==> src/logic/mrt_pkg.sv <==
package mrt_pkg;
  // Tag of one register half
  typedef enum logic [1:0] {
    TAG_ANY,
    TAG_SINGLE,
    TAG_DOUBLE,
    TAG_INT
  } mrt_tag_t;

  // Instruction class
  typedef enum logic [2:0] {
    CLS_SINGLE,
    CLS_DOUBLE,
    CLS_INT,
    CLS_LOAD,
    CLS_STORE
  } mrt_cls_t;

  // Special operation kinds
  typedef enum logic [2:0] {
    OP_PLAIN,
    OP_SELF_XOR,
    OP_SCALAR_MOVE,
    OP_FULL_MOVE,
    OP_TO_GPR,
    OP_FROM_GPR,
    OP_FP_EXTRACT
  } mrt_op_t;

  localparam int NUM_REGS = 16;
  localparam int REG_IDX_W = 4;
  localparam int MISMATCH_CYCLES = 2;
  localparam int XFILE_CYCLES = 3;
  localparam int EXTRACT_CYCLES = 2;
  localparam int PEN_W = 4;
  localparam mrt_tag_t RESET_TAG = TAG_ANY;
endpackage

==> src/logic/mrt_tag_mem.sv <==
`timescale 1ns/1ps
// ----------------------------------------
// Tag store, two halves per register
// ----------------------------------------
module mrt_tag_mem
  import mrt_pkg::*;
#(
  parameter int DEPTH = NUM_REGS,
  parameter int AW = REG_IDX_W
) (
  input wire logic clk,
  input wire logic rst,
  input wire logic [AW-1:0] rd_a_idx,
  input wire logic [AW-1:0] rd_b_idx,
  input wire logic [AW-1:0] rd_d_idx,
  output mrt_tag_t rd_a_lo,
  output mrt_tag_t rd_a_hi,
  output mrt_tag_t rd_b_lo,
  output mrt_tag_t rd_b_hi,
  output mrt_tag_t rd_d_lo,
  input wire logic wr_en,
  input wire logic [AW-1:0] wr_idx,
  input wire logic wr_lo_en,
  input wire logic wr_hi_en,
  input mrt_tag_t wr_lo,
  input mrt_tag_t wr_hi
);
  mrt_tag_t lo_r [DEPTH];
  mrt_tag_t hi_r [DEPTH];

  genvar g;
  generate
    for (g = 0; g < DEPTH; g++) begin : g_ent
      always_ff @(posedge clk) begin
        if (rst) begin
          lo_r[g] <= RESET_TAG; // [RULE19]
          hi_r[g] <= RESET_TAG;
        end else if (wr_en && wr_idx == AW'(g)) begin
          if (wr_lo_en) lo_r[g] <= wr_lo; // [RULE8]
          if (wr_hi_en) hi_r[g] <= wr_hi;
        end
      end
    end
  endgenerate

  // Combinational read; pipeline registers the result
  assign rd_a_lo = lo_r[rd_a_idx];
  assign rd_a_hi = hi_r[rd_a_idx];
  assign rd_b_lo = lo_r[rd_b_idx];
  assign rd_b_hi = hi_r[rd_b_idx];
  assign rd_d_lo = lo_r[rd_d_idx];
endmodule // mrt_tag_mem

==> src/logic/mrt_tracker.sv <==
`timescale 1ns/1ps
// Function
// RULE1: Each register half holds a single, double or integer tag.
// RULE2: Instructions are classed single, double, integer, load or store.
// RULE3: Source tag differing from consumer class adds latency, result unchanged.
// RULE4: Store class accepts any source tag with no penalty.
// RULE5: Implicit memory second operand is not tag checked.
// RULE6: Integer 128 or 64 bit load leaves a universally accepted tag.
// RULE7: Producer sets destination tag to its own class.
// RULE8: Halves tracked apart; scalar double conversion writes low half only.
// RULE9: Low-half double load sets low tag, keeps high tag.
// RULE10: Half mismatch harmless for scalar ops, penalised for vector sources.
// RULE11: Vector-only logicals check both halves of both sources.
// RULE12: Self-xor zeroing sets both halves to the idiom's class.
// RULE13: Scalar single move penalised when destination prior tag not single.
// RULE14: Full single move penalised if either source half not single.
// RULE15: Cross register file moves take longer than in-file moves.
// RULE16: Penalties only on early revision; parameter disables all of them. EARLY_REV drops only the mismatch cost; cross-file and extract costs stay.
// RULE17: Float word-extract or doubleword_move to general_register costs extra.
// RULE18: Penalty is a parameterised cycle count; tags alter only timing.
// RULE19: Reset puts every half in the integer-load accepted state.
module mrt_tracker
  import mrt_pkg::*;
#(
  parameter bit EARLY_REV = 1'b1,
  parameter int MISMATCH_PEN = MISMATCH_CYCLES,
  parameter int XFILE_PEN = XFILE_CYCLES,
  parameter int EXTRACT_PEN = EXTRACT_CYCLES
) (
  input wire logic SYS_CLK,
  input wire logic SYS_RST,
  input wire logic ISSUE_VALID,
  input mrt_cls_t ISSUE_CLASS,
  input mrt_tag_t ISSUE_LOAD_TYPE,
  input mrt_op_t ISSUE_OP,
  input wire logic ISSUE_VECTOR,
  input wire logic ISSUE_LOW_ONLY,
  input wire logic ISSUE_SRC_A_VALID,
  input wire logic [REG_IDX_W-1:0] ISSUE_SRC_A,
  input wire logic ISSUE_SRC_B_VALID,
  input wire logic ISSUE_SRC_B_MEM,
  input wire logic [REG_IDX_W-1:0] ISSUE_SRC_B,
  input wire logic ISSUE_DST_VALID,
  input wire logic [REG_IDX_W-1:0] ISSUE_DST,
  input wire logic ISSUE_INT_LOAD_WIDE,
  output logic PEN_VALID,
  output logic [PEN_W-1:0] PEN_CYCLES,
  output logic PEN_MISMATCH,
  output logic PEN_XFILE
);

  // ----------------------------------------
  // Tag store
  // ----------------------------------------
  mrt_tag_t a_lo, a_hi, b_lo, b_hi, d_lo;
  logic wr_en, wr_lo_en, wr_hi_en;
  mrt_tag_t wr_lo, wr_hi;

  mrt_tag_mem #(.DEPTH(NUM_REGS), .AW(REG_IDX_W)) u_mem (
    .clk(SYS_CLK),
    .rst(SYS_RST),
    .rd_a_idx(ISSUE_SRC_A),
    .rd_b_idx(ISSUE_SRC_B),
    .rd_d_idx(ISSUE_DST),
    .rd_a_lo(a_lo),
    .rd_a_hi(a_hi),
    .rd_b_lo(b_lo),
    .rd_b_hi(b_hi),
    .rd_d_lo(d_lo),
    .wr_en(wr_en),
    .wr_idx(ISSUE_DST),
    .wr_lo_en(wr_lo_en),
    .wr_hi_en(wr_hi_en),
    .wr_lo(wr_lo),
    .wr_hi(wr_hi)
  );

  // ----------------------------------------
  // Tag check
  // ----------------------------------------
  function automatic logic tag_bad(input mrt_tag_t t, input mrt_tag_t want);
    tag_bad = (t != TAG_ANY) && (t != want);
  endfunction

  mrt_tag_t want;
  logic cons, chk_a, chk_b, full_src, mism, xfile, extract;

  always_comb begin
    want = TAG_INT;
    case (ISSUE_CLASS) // [RULE2]
      CLS_SINGLE: want = TAG_SINGLE;
      CLS_DOUBLE: want = TAG_DOUBLE;
      CLS_INT: want = TAG_INT;
      default: want = TAG_ANY;
    endcase
    // Store and load consume nothing checked
    cons = ISSUE_CLASS != CLS_STORE && ISSUE_CLASS != CLS_LOAD
      && ISSUE_OP != OP_SELF_XOR; // [RULE4]
    chk_a = ISSUE_SRC_A_VALID && cons;
    // Second source checked on its own, unless it comes from memory
    chk_b = ISSUE_SRC_B_VALID && !ISSUE_SRC_B_MEM && cons; // [RULE5]
    // Vector sources (logicals included) check both halves
    full_src = ISSUE_VECTOR || ISSUE_OP == OP_FULL_MOVE; // [RULE10] [RULE11]
    mism = 1'b0;
    if (chk_a) begin
      mism = tag_bad(a_lo, want); // [RULE3]
      if (full_src) mism = mism || tag_bad(a_hi, want); // [RULE14]
    end
    if (chk_b) begin
      mism = mism || tag_bad(b_lo, want);
      if (full_src) mism = mism || tag_bad(b_hi, want); // [RULE11]
    end
    if (ISSUE_OP == OP_SCALAR_MOVE && ISSUE_CLASS == CLS_SINGLE && ISSUE_DST_VALID) begin
      mism = mism || tag_bad(d_lo, TAG_SINGLE); // [RULE13]
    end
    xfile = ISSUE_OP == OP_TO_GPR || ISSUE_OP == OP_FROM_GPR
      || ISSUE_OP == OP_FP_EXTRACT; // [RULE15]
    extract = ISSUE_OP == OP_FP_EXTRACT; // [RULE17]
  end

  // ----------------------------------------
  // Tag update
  // ----------------------------------------
  mrt_tag_t prod;

  always_comb begin
    prod = want; // [RULE7]
    if (ISSUE_CLASS == CLS_LOAD) begin
      prod = ISSUE_LOAD_TYPE;
      if (ISSUE_LOAD_TYPE == TAG_INT && ISSUE_INT_LOAD_WIDE) prod = TAG_ANY; // [RULE6]
    end
    wr_en = ISSUE_VALID && ISSUE_DST_VALID && ISSUE_CLASS != CLS_STORE
      && ISSUE_OP != OP_TO_GPR && ISSUE_OP != OP_FP_EXTRACT; // [RULE1]
    wr_lo_en = 1'b1;
    // Self-xor always writes both halves
    wr_hi_en = !ISSUE_LOW_ONLY || ISSUE_OP == OP_SELF_XOR; // [RULE8] [RULE9] [RULE12]
    wr_lo = prod;
    wr_hi = prod;
  end

  // ----------------------------------------
  // Penalty output
  // ----------------------------------------
  logic pen_valid_r, pen_valid_nxt;
  logic pen_mism_r, pen_mism_nxt;
  logic pen_xfile_r, pen_xfile_nxt;
  logic [PEN_W-1:0] pen_cyc_r, pen_cyc_nxt;

  always_comb begin
    pen_valid_nxt = ISSUE_VALID;
    pen_mism_nxt = ISSUE_VALID && EARLY_REV && mism; // [RULE16]
    pen_xfile_nxt = ISSUE_VALID && xfile;
    pen_cyc_nxt = '0;
    if (pen_mism_nxt) pen_cyc_nxt = pen_cyc_nxt + PEN_W'(MISMATCH_PEN); // [RULE18]
    if (pen_xfile_nxt) pen_cyc_nxt = pen_cyc_nxt + PEN_W'(XFILE_PEN);
    if (ISSUE_VALID && extract) pen_cyc_nxt = pen_cyc_nxt + PEN_W'(EXTRACT_PEN); // [RULE17]
  end

  always_ff @(posedge SYS_CLK) begin
    if (SYS_RST) begin
      pen_valid_r <= 1'b0;
      pen_mism_r <= 1'b0;
      pen_xfile_r <= 1'b0;
      pen_cyc_r <= '0;
    end else begin
      pen_valid_r <= pen_valid_nxt;
      pen_mism_r <= pen_mism_nxt;
      pen_xfile_r <= pen_xfile_nxt;
      pen_cyc_r <= pen_cyc_nxt;
    end
  end

  assign PEN_VALID = pen_valid_r;
  assign PEN_MISMATCH = pen_mism_r;
  assign PEN_XFILE = pen_xfile_r;
  assign PEN_CYCLES = pen_cyc_r;
endmodule // mrt_tracker

==> config.mk <==
export PLATFORM = sky130hd
export DESIGN_NAME = mrt_tracker
export DESIGN_NICKNAME = d
export VERILOG_FILES = /design/src/logic/mrt_pkg.sv /design/src/logic/mrt_tag_mem.sv /design/src/logic/mrt_tracker.sv
export SDC_FILE = /design/constraint.sdc
export NUM_CORES = 1
export LEC_CHECK = 0
export ABC_AREA = 0
export CORE_MARGIN = 2
export CORE_UTILIZATION = 30
export CTS_BUF_LIST = sky130_fd_sc_hd__clkbuf_2 sky130_fd_sc_hd__clkbuf_4 sky130_fd_sc_hd__clkbuf_8
export DETAILED_ROUTE_END_ITERATION = 8
export DONT_BUFFER_PORTS = 1
export PLACE_DENSITY = 0.51
export SKIP_LAST_GASP = 1
export SLEW_MARGIN = 20
export SYNTH_ARGS = -nofsm -noshare
export SYNTH_HDL_FRONTEND = slang
export SYNTH_HIERARCHICAL = 1
export SYNTH_SLANG_ARGS = --single-unit
==> constraint.sdc <==
create_clock -name SYS_CLK -period 3.55 [get_ports SYS_CLK]
set_input_delay 0.1775 -clock SYS_CLK [delete_from_list [all_inputs] [get_ports SYS_CLK]]
set_output_delay 0.1775 -clock SYS_CLK [all_outputs]
set_load 0.02 [all_outputs]
* Yosys cells after proc, flatten, opt, wreduce, memory -nomap -nowiden
Memory sizes are Yosys's and may differ from the RTL's. Cells that the tools add are included.
Word-level totals: register bits 7, bits in writable memories 64, logic and storage cells 270, memories kept 2, output and inout bits 7
Cells by class: reduce and logical (&&, ||, !) cells 53, bitwise logic cells 32, add/sub/neg operators 2, equality and inequality tests 35, mux-type cells 142
Memory list:
- u_mem.hi_r | depth 16, bits a word 2, read ports 2, clocked after memory_dff 0, wr ports 16, line mrt_tag_mem.sv:29 | mrt_tag_t hi_r [DEPTH];
- u_mem.lo_r | depth 16, bits a word 2, read ports 3, clocked after memory_dff 0, wr ports 16, line mrt_tag_mem.sv:28 | mrt_tag_t lo_r [DEPTH];
Operators with widths (count):
- $mux 1 | 104
- $mux 2 | 35
- $logic_and 1x1->1 | 36
- $eq 4x4->1 const B | 8
- $or 1x1->1 | 32
- $eq 4x3->1 const B | 4
- $eq 3x2->1 const B | 4
- $reduce_bool 2->1 | 5
- $eq 3x3->1 const B | 3
- $ne 3x3->1 const B | 3
- $add 4x2->4 const B | 2
- $eq 4x2->1 const B | 2
- $logic_or 1x1->1 | 8
- $mux 4 | 2
- $ne 2x2->1 | 4
- $eq 3x1->1 const B | 2
- $pmux 2 s3 | 1
- $eq 4x1->1 const B | 1
- $logic_not 4->1 | 1
- $logic_not 3->1 | 1
- $ne 3x1->1 const B | 1
- $ne 3x2->1 const B | 1
- $eq 2x2->1 const B | 1
- $logic_not 1->1 | 2
- $ne 2x1->1 const B | 1

* Depth between registers and ports, before layout
depth in word-level cells 19, depth in mapped cells 14

* Modules after synthesis
Netlist, hierarchy kept.
Modules (own cells, without submodules):
- mrt_tag_mem | area an instance 4066.4 um^2, sequential area each 1921.8 um^2, times used 1, cells an instance 325
- mrt_tracker | area an instance 540.5 um^2, sequential area each 140.1 um^2, times used 1, cells an instance 71

* Worst setup path after synthesis
OpenSTA, ideal clock, no wires.
path type input port to flip-flop, from input ISSUE_SRC_A[0], to register pen_cyc_r[1], in the netlist PEN_CYCLES[1], arrival time 2432 ps, cell stages on the path 13, slack 1004 ps, setup time 114 ps, path through buf_6 -> buf_12 -> mux4_2 -> a22oi_1 -> nand3_1 -> mux2_2 -> o22ai_1 -> o22ai_1 -> a32oi_1 -> a21bo_1 -> ha_1 -> xor2_1 -> nor2_1
Between the ends: word-level cells in the longest chain between the ends 18
Ends and longest elaborated chain:
- start: declaration | line mrt_tracker.sv:39 | input wire logic [REG_IDX_W-1:0] ISSUE_SRC_A,
- $mem_v2 16x2 (*)
- named net a_lo[0] | line mrt_tracker.sv:55 | mrt_tag_t a_lo, a_hi, b_lo, b_hi, d_lo;
- $ne 2x2->1 / $reduce_bool 2->1 (equally long branches) | line mrt_tracker.sv:82 | tag_bad = (t != TAG_ANY) && (t != want);
- $logic_and 1x1->1 (*) | line mrt_tracker.sv:82
- $logic_or 1x1->1 | line mrt_tracker.sv:107 | if (full_src) mism = mism || tag_bad(a_hi, want);
- $mux 1 (*) | line mrt_tracker.sv:107
- $mux 1 (*) | line mrt_tracker.sv:105 | if (chk_a) begin
- $logic_or 1x1->1 | line mrt_tracker.sv:110 | mism = mism || tag_bad(b_lo, want);
- [3 not listed]
- $logic_or 1x1->1 | line mrt_tracker.sv:114 | mism = mism || tag_bad(d_lo, TAG_SINGLE);
- $mux 1 (*) | line mrt_tracker.sv:113 | if (ISSUE_OP == OP_SCALAR_MOVE && ISSUE_CLASS == CLS_SINGLE && ISSUE_DST_VALID) begin
- $logic_and 1x1->1 (*) | line mrt_tracker.sv:151 | pen_mism_nxt = ISSUE_VALID && EARLY_REV && mism;
- $mux 2 (*) | line mrt_tracker.sv:154 | if (pen_mism_nxt) pen_cyc_nxt = pen_cyc_nxt + PEN_W'(MISMATCH_PEN);
- $add 4x2->4 | line mrt_tracker.sv:155 | if (pen_xfile_nxt) pen_cyc_nxt = pen_cyc_nxt + PEN_W'(XFILE_PEN);
- $mux 4 (*) | line mrt_tracker.sv:155
- $add 4x2->4 | line mrt_tracker.sv:156 | if (ISSUE_VALID && extract) pen_cyc_nxt = pen_cyc_nxt + PEN_W'(EXTRACT_PEN);
- $mux 4 (*) | line mrt_tracker.sv:156
- end signal: assignment | line mrt_tracker.sv:169 | pen_cyc_r <= pen_cyc_nxt;
- end: declaration | line mrt_tracker.sv:147 | logic [PEN_W-1:0] pen_cyc_r, pen_cyc_nxt;
The timed path passes the listed nets; every way through them passes the cells marked *. A chain may end at the register's enable or synchronous reset.

==> impl_metrics.env <==
export IMPL_total_number_of_placement_rows=44
export IMPL_yosysWarningCount=6
export IMPL_cts_sink_count=71
export IMPL_rsz0062_at_grt="no"
export IMPL_number_of_maximum_capacitance_constraint_violations=0
export IMPL_switchingPower_mw=0.454
export IMPL_design_final_nets=409
export IMPL_gr_total_overflow=0
export IMPL_crit_type="reg2reg"
export IMPL_p_int_mw=1.36
export IMPL_grt_total_usage_pct=15.3
export IMPL_final_setup_tns_ps=0
export IMPL_status="completed"
export IMPL_clkSlewWorstSetupHoldPaths_ps=70
export IMPL_dp_hpwl_mm=8.59
export IMPL_port_buffers=0
export IMPL_max_slew_margin_pct=45.5
export IMPL_detailedRoute_firstIterationViolations=260
export IMPL_top_usage_layer="met2"
export IMPL_cts_inserted_buffers=9
export IMPL_global_route_wire_length_before_repair_mm=18.3
export IMPL_crit_cells=11
export IMPL_post_cts_repair_setup_buffers=0
export IMPL_power_share_combinational_pct=13.1
export IMPL_power_share_sequential_pct=54.0
export IMPL_met2_track_utilization_from_global_routing_pct=22.9
export IMPL_wl_per_cell_um=21.3
export IMPL_final_cell_area_um2=4780
export IMPL_io_pin_count=37
export IMPL_min_from="SYS_RST"
export IMPL_hold_path_class="in2reg"
export IMPL_layout_min_cycle_time_ps=3010
export IMPL_layout_worst_path_cycle_share_pct=84.7
export IMPL_holdWs_ps=41.9
export IMPL_mappedNetlistArea_um2=4500
export IMPL_transition_at_the_pin_with_the_smallest_max_transition_slack_ps=815
export IMPL_crit_family="compound AO/OA/AOI/OAI gates"
export IMPL_cpPeakStageDelay_ps=560
export IMPL_worstPathCellList="mux4_1 > a22oi_1 > nand3_1 > mux2_2 > o22ai_1 > o22ai_1 > a32oi_1 > a21bo_1 > ha_1 > xor2_1 > nor2_1"
export IMPL_setup_viol_count_final=0
export IMPL_fmaxAchievable_mhz=333
export IMPL_cp_slowest_cell="sky130_fd_sc_hd__mux4_1"
export IMPL_vias_in_the_first_global_route=3177
export IMPL_place_gp_congestion=0.849
export IMPL_critPathMostFrequentCell="sky130_fd_sc_hd__o22ai_1"
export IMPL_timing_critical_path_fanout_max=3
export IMPL_p_per_area_nw_per_um2=379
export IMPL_reg2reg_depth=11
export IMPL_p_leak_nw=1.71
export IMPL_hold_path_end="u_mem/hi_r[10][0]$_SDFFCE_PN0P_"
export IMPL_grtUsageMet1_pct=20.4
export IMPL_routed_wl_mm=12.1
export IMPL_clkPwrFrac_pct=32.9
export IMPL_final_core_utilization_pct=32.8
export IMPL_critical_path_startpoint_category="register"
export IMPL_worst_path_arrival_ps=3260
export IMPL_num_antenna_cells=0
export IMPL_cts_root_buf="sky130_fd_sc_hd__clkbuf_8"
export IMPL_die_height_um=126
export IMPL_groute_layer_met3_usage_pct=3.71
export IMPL_crit_required_ps=3800
export IMPL_antenna_violating_nets_post_route=0
export IMPL_grt_antenna_before_repair=0
export IMPL_r2r_start="u_mem/lo_r[1][0]$_SDFFCE_PN0P_"
export IMPL_r2r_end="PEN_CYCLES[1]$_SDFF_PP0_"
export IMPL_htree_num_levels=3
export IMPL_critical_path_n_buffers_inverters=0
export IMPL_cts_path_max_buffers=2
export IMPL_area_of_placed_instances_um2=4590
export IMPL_die_x_um=126
export IMPL_floorplan_initialDensity_pct=30.8
export IMPL_hold_viol_final=0
export IMPL_peakVddDrop_v=0.000155
export IMPL_clock_tree_from_tritoncts="yes"
export IMPL_grt_start_max_net_pins=36
export IMPL_placeable_core_region_um2=14600
export IMPL_clock_skew_final_ps=8.12
export IMPL_avgViaCountPerCell=5.77
export IMPL_worst_r2r_setup_slack_ps=540
export IMPL_die_area_um2=16000
export IMPL_syn_nets=420
export IMPL_post_route_drc_count=0
export IMPL_critical_path_endpoint_type="register"
export IMPL_clk_insertion_delay_late_ps=360
export IMPL_final_layout_size_suffix_gt1_share_pct=8.64
export IMPL_drt_pass1_iterations=5
export IMPL_slew_violations=0
export IMPL_synth_cells=388
export IMPL_switching_share_pct=25.0
export IMPL_postSynthAreaPerCell_um2=11.6
export IMPL_hold_path_cell_count=1
export IMPL_post_synthesis_to_final_layout_area_growth_pct=6.35
export IMPL_detailroute_via_count=3268
[worst max path at each step]
stage / start / end / slack [ps]
2_1_floorplan: ISSUE_SRC_A[0] / PEN_CYCLES[1]$_SDFF_PP0_ / 1000
3_3_place_gp: u_mem/lo_r[1][0]$_SDFFCE_PN0P_ / PEN_CYCLES[1]$_SDFF_PP0_ / 610
3_5_place_dp: u_mem/lo_r[1][1]$_SDFFCE_PN0P_ / PEN_CYCLES[1]$_SDFF_PP0_ / 600
4_1_cts: u_mem/lo_r[1][1]$_SDFFCE_PN0P_ / PEN_CYCLES[1]$_SDFF_PP0_ / 580
5_1_grt: u_mem/lo_r[1][0]$_SDFFCE_PN0P_ / PEN_CYCLES[1]$_SDFF_PP0_ / 440
6_report: u_mem/lo_r[1][0]$_SDFFCE_PN0P_ / PEN_CYCLES[1]$_SDFF_PP0_ / 540
[worst register-to-register path: stages, from the launching register on]
cell                       delay, ps
sky130_fd_sc_hd__edfxtp_1        400
sky130_fd_sc_hd__mux4_1          560
sky130_fd_sc_hd__a22oi_1         300
sky130_fd_sc_hd__nand3_1         180
sky130_fd_sc_hd__mux2_2          300
sky130_fd_sc_hd__o22ai_1         150
sky130_fd_sc_hd__o22ai_1          90
sky130_fd_sc_hd__a32oi_1         300
sky130_fd_sc_hd__a21bo_1         170
sky130_fd_sc_hd__ha_1            250
sky130_fd_sc_hd__xor2_1          160
sky130_fd_sc_hd__nor2_1           50
[power groups by stage]
stage,clock (mW),combinational [mW],sequential [mW]
floorplan,0,0.214,0.985
finish,0.596,0.238,0.979
global placement,0,0.230,0.996
CTS,0.615,0.235,0.979
detailed placement,0,0.231,0.998
global route,0.641,0.254,0.985
[through the flow]
step | setup slack [ps] | power, mW | instances
6_report | 543 | 1.81 | 566
5_1_grt | 436 | 1.88 | 566
4_1_cts | 581 | 1.83 | 566
3_5_place_dp | 604 | 1.23 | 548
3_3_place_gp | 613 | 1.23 | 548
2_1_floorplan | 1000 | 1.20 | 388
[area by class of cell]
type	instances	area, um2
fill	1440	9810
inverter	2	7.51
sequential	71	2060
clock buffer	12	153
tap	184	230
timing repair buffer	4	35.0
clock inverter	4	21.3
multi-input combinational	289	2270
[placed cells by master (no fill, tap or decap), types with 2 or more instances in the layout]
| cell type | count |
|---|---|
| sky130_fd_sc_hd__nor2_1 | 88 |
| sky130_fd_sc_hd__edfxtp_1 | 64 |
| sky130_fd_sc_hd__nand2_1 | 35 |
| sky130_fd_sc_hd__a21o_1 | 32 |
| sky130_fd_sc_hd__mux4_1 | 28 |
| sky130_fd_sc_hd__nand3_1 | 27 |
| sky130_fd_sc_hd__nor2b_1 | 10 |
| sky130_fd_sc_hd__clkbuf_8 | 10 |
| sky130_fd_sc_hd__a22oi_1 | 9 |
| sky130_fd_sc_hd__o22ai_1 | 8 |
| sky130_fd_sc_hd__mux4_2 | 8 |
| sky130_fd_sc_hd__dfxtp_1 | 7 |
| sky130_fd_sc_hd__nor3_1 | 7 |
| sky130_fd_sc_hd__mux2_2 | 4 |
| sky130_fd_sc_hd__and3b_1 | 4 |
| sky130_fd_sc_hd__a21oi_1 | 3 |
| sky130_fd_sc_hd__nand2b_1 | 3 |
| sky130_fd_sc_hd__clkinv_2 | 3 |
| sky130_fd_sc_hd__inv_1 | 2 |
| sky130_fd_sc_hd__nor3b_1 | 2 |
| sky130_fd_sc_hd__nand4b_1 | 2 |
| sky130_fd_sc_hd__a21boi_0 | 2 |
| sky130_fd_sc_hd__ha_1 | 2 |
| sky130_fd_sc_hd__clkbuf_4 | 2 |
| sky130_fd_sc_hd__dlygate4sd3_1 | 2 |
| sky130_fd_sc_hd__and2b_1 | 2 |
| sky130_fd_sc_hd__nand3b_1 | 2 |
| sky130_fd_sc_hd__buf_4 | 2 |
[layer usage]
layer	share of wire [%]	wire, um
met1	42	5080
met2	45	5440
met3	8.5	1030
met4	4.2	511
met5	0	0
[flip-flops by register name, indices dropped and copies added (netlist names)]
register,count
PEN_XFILE,1
PEN_CYCLES,4
PEN_VALID,1
PEN_MISMATCH,1
u_mem/hi_r,32
u_mem/lo_r,32
[repair_timing]
| action | 4_1_cts | 5_1_grt |
|---|---|---|
| endpoints found under the hold margin | 7 | 0 |
| hold buffers | 2 | 0 |
| gates resized for setup | 0 | 0 |
| endpoints found under the setup margin | 0 | 0 |
Note: power is estimated with default switching activity, not from simulation.
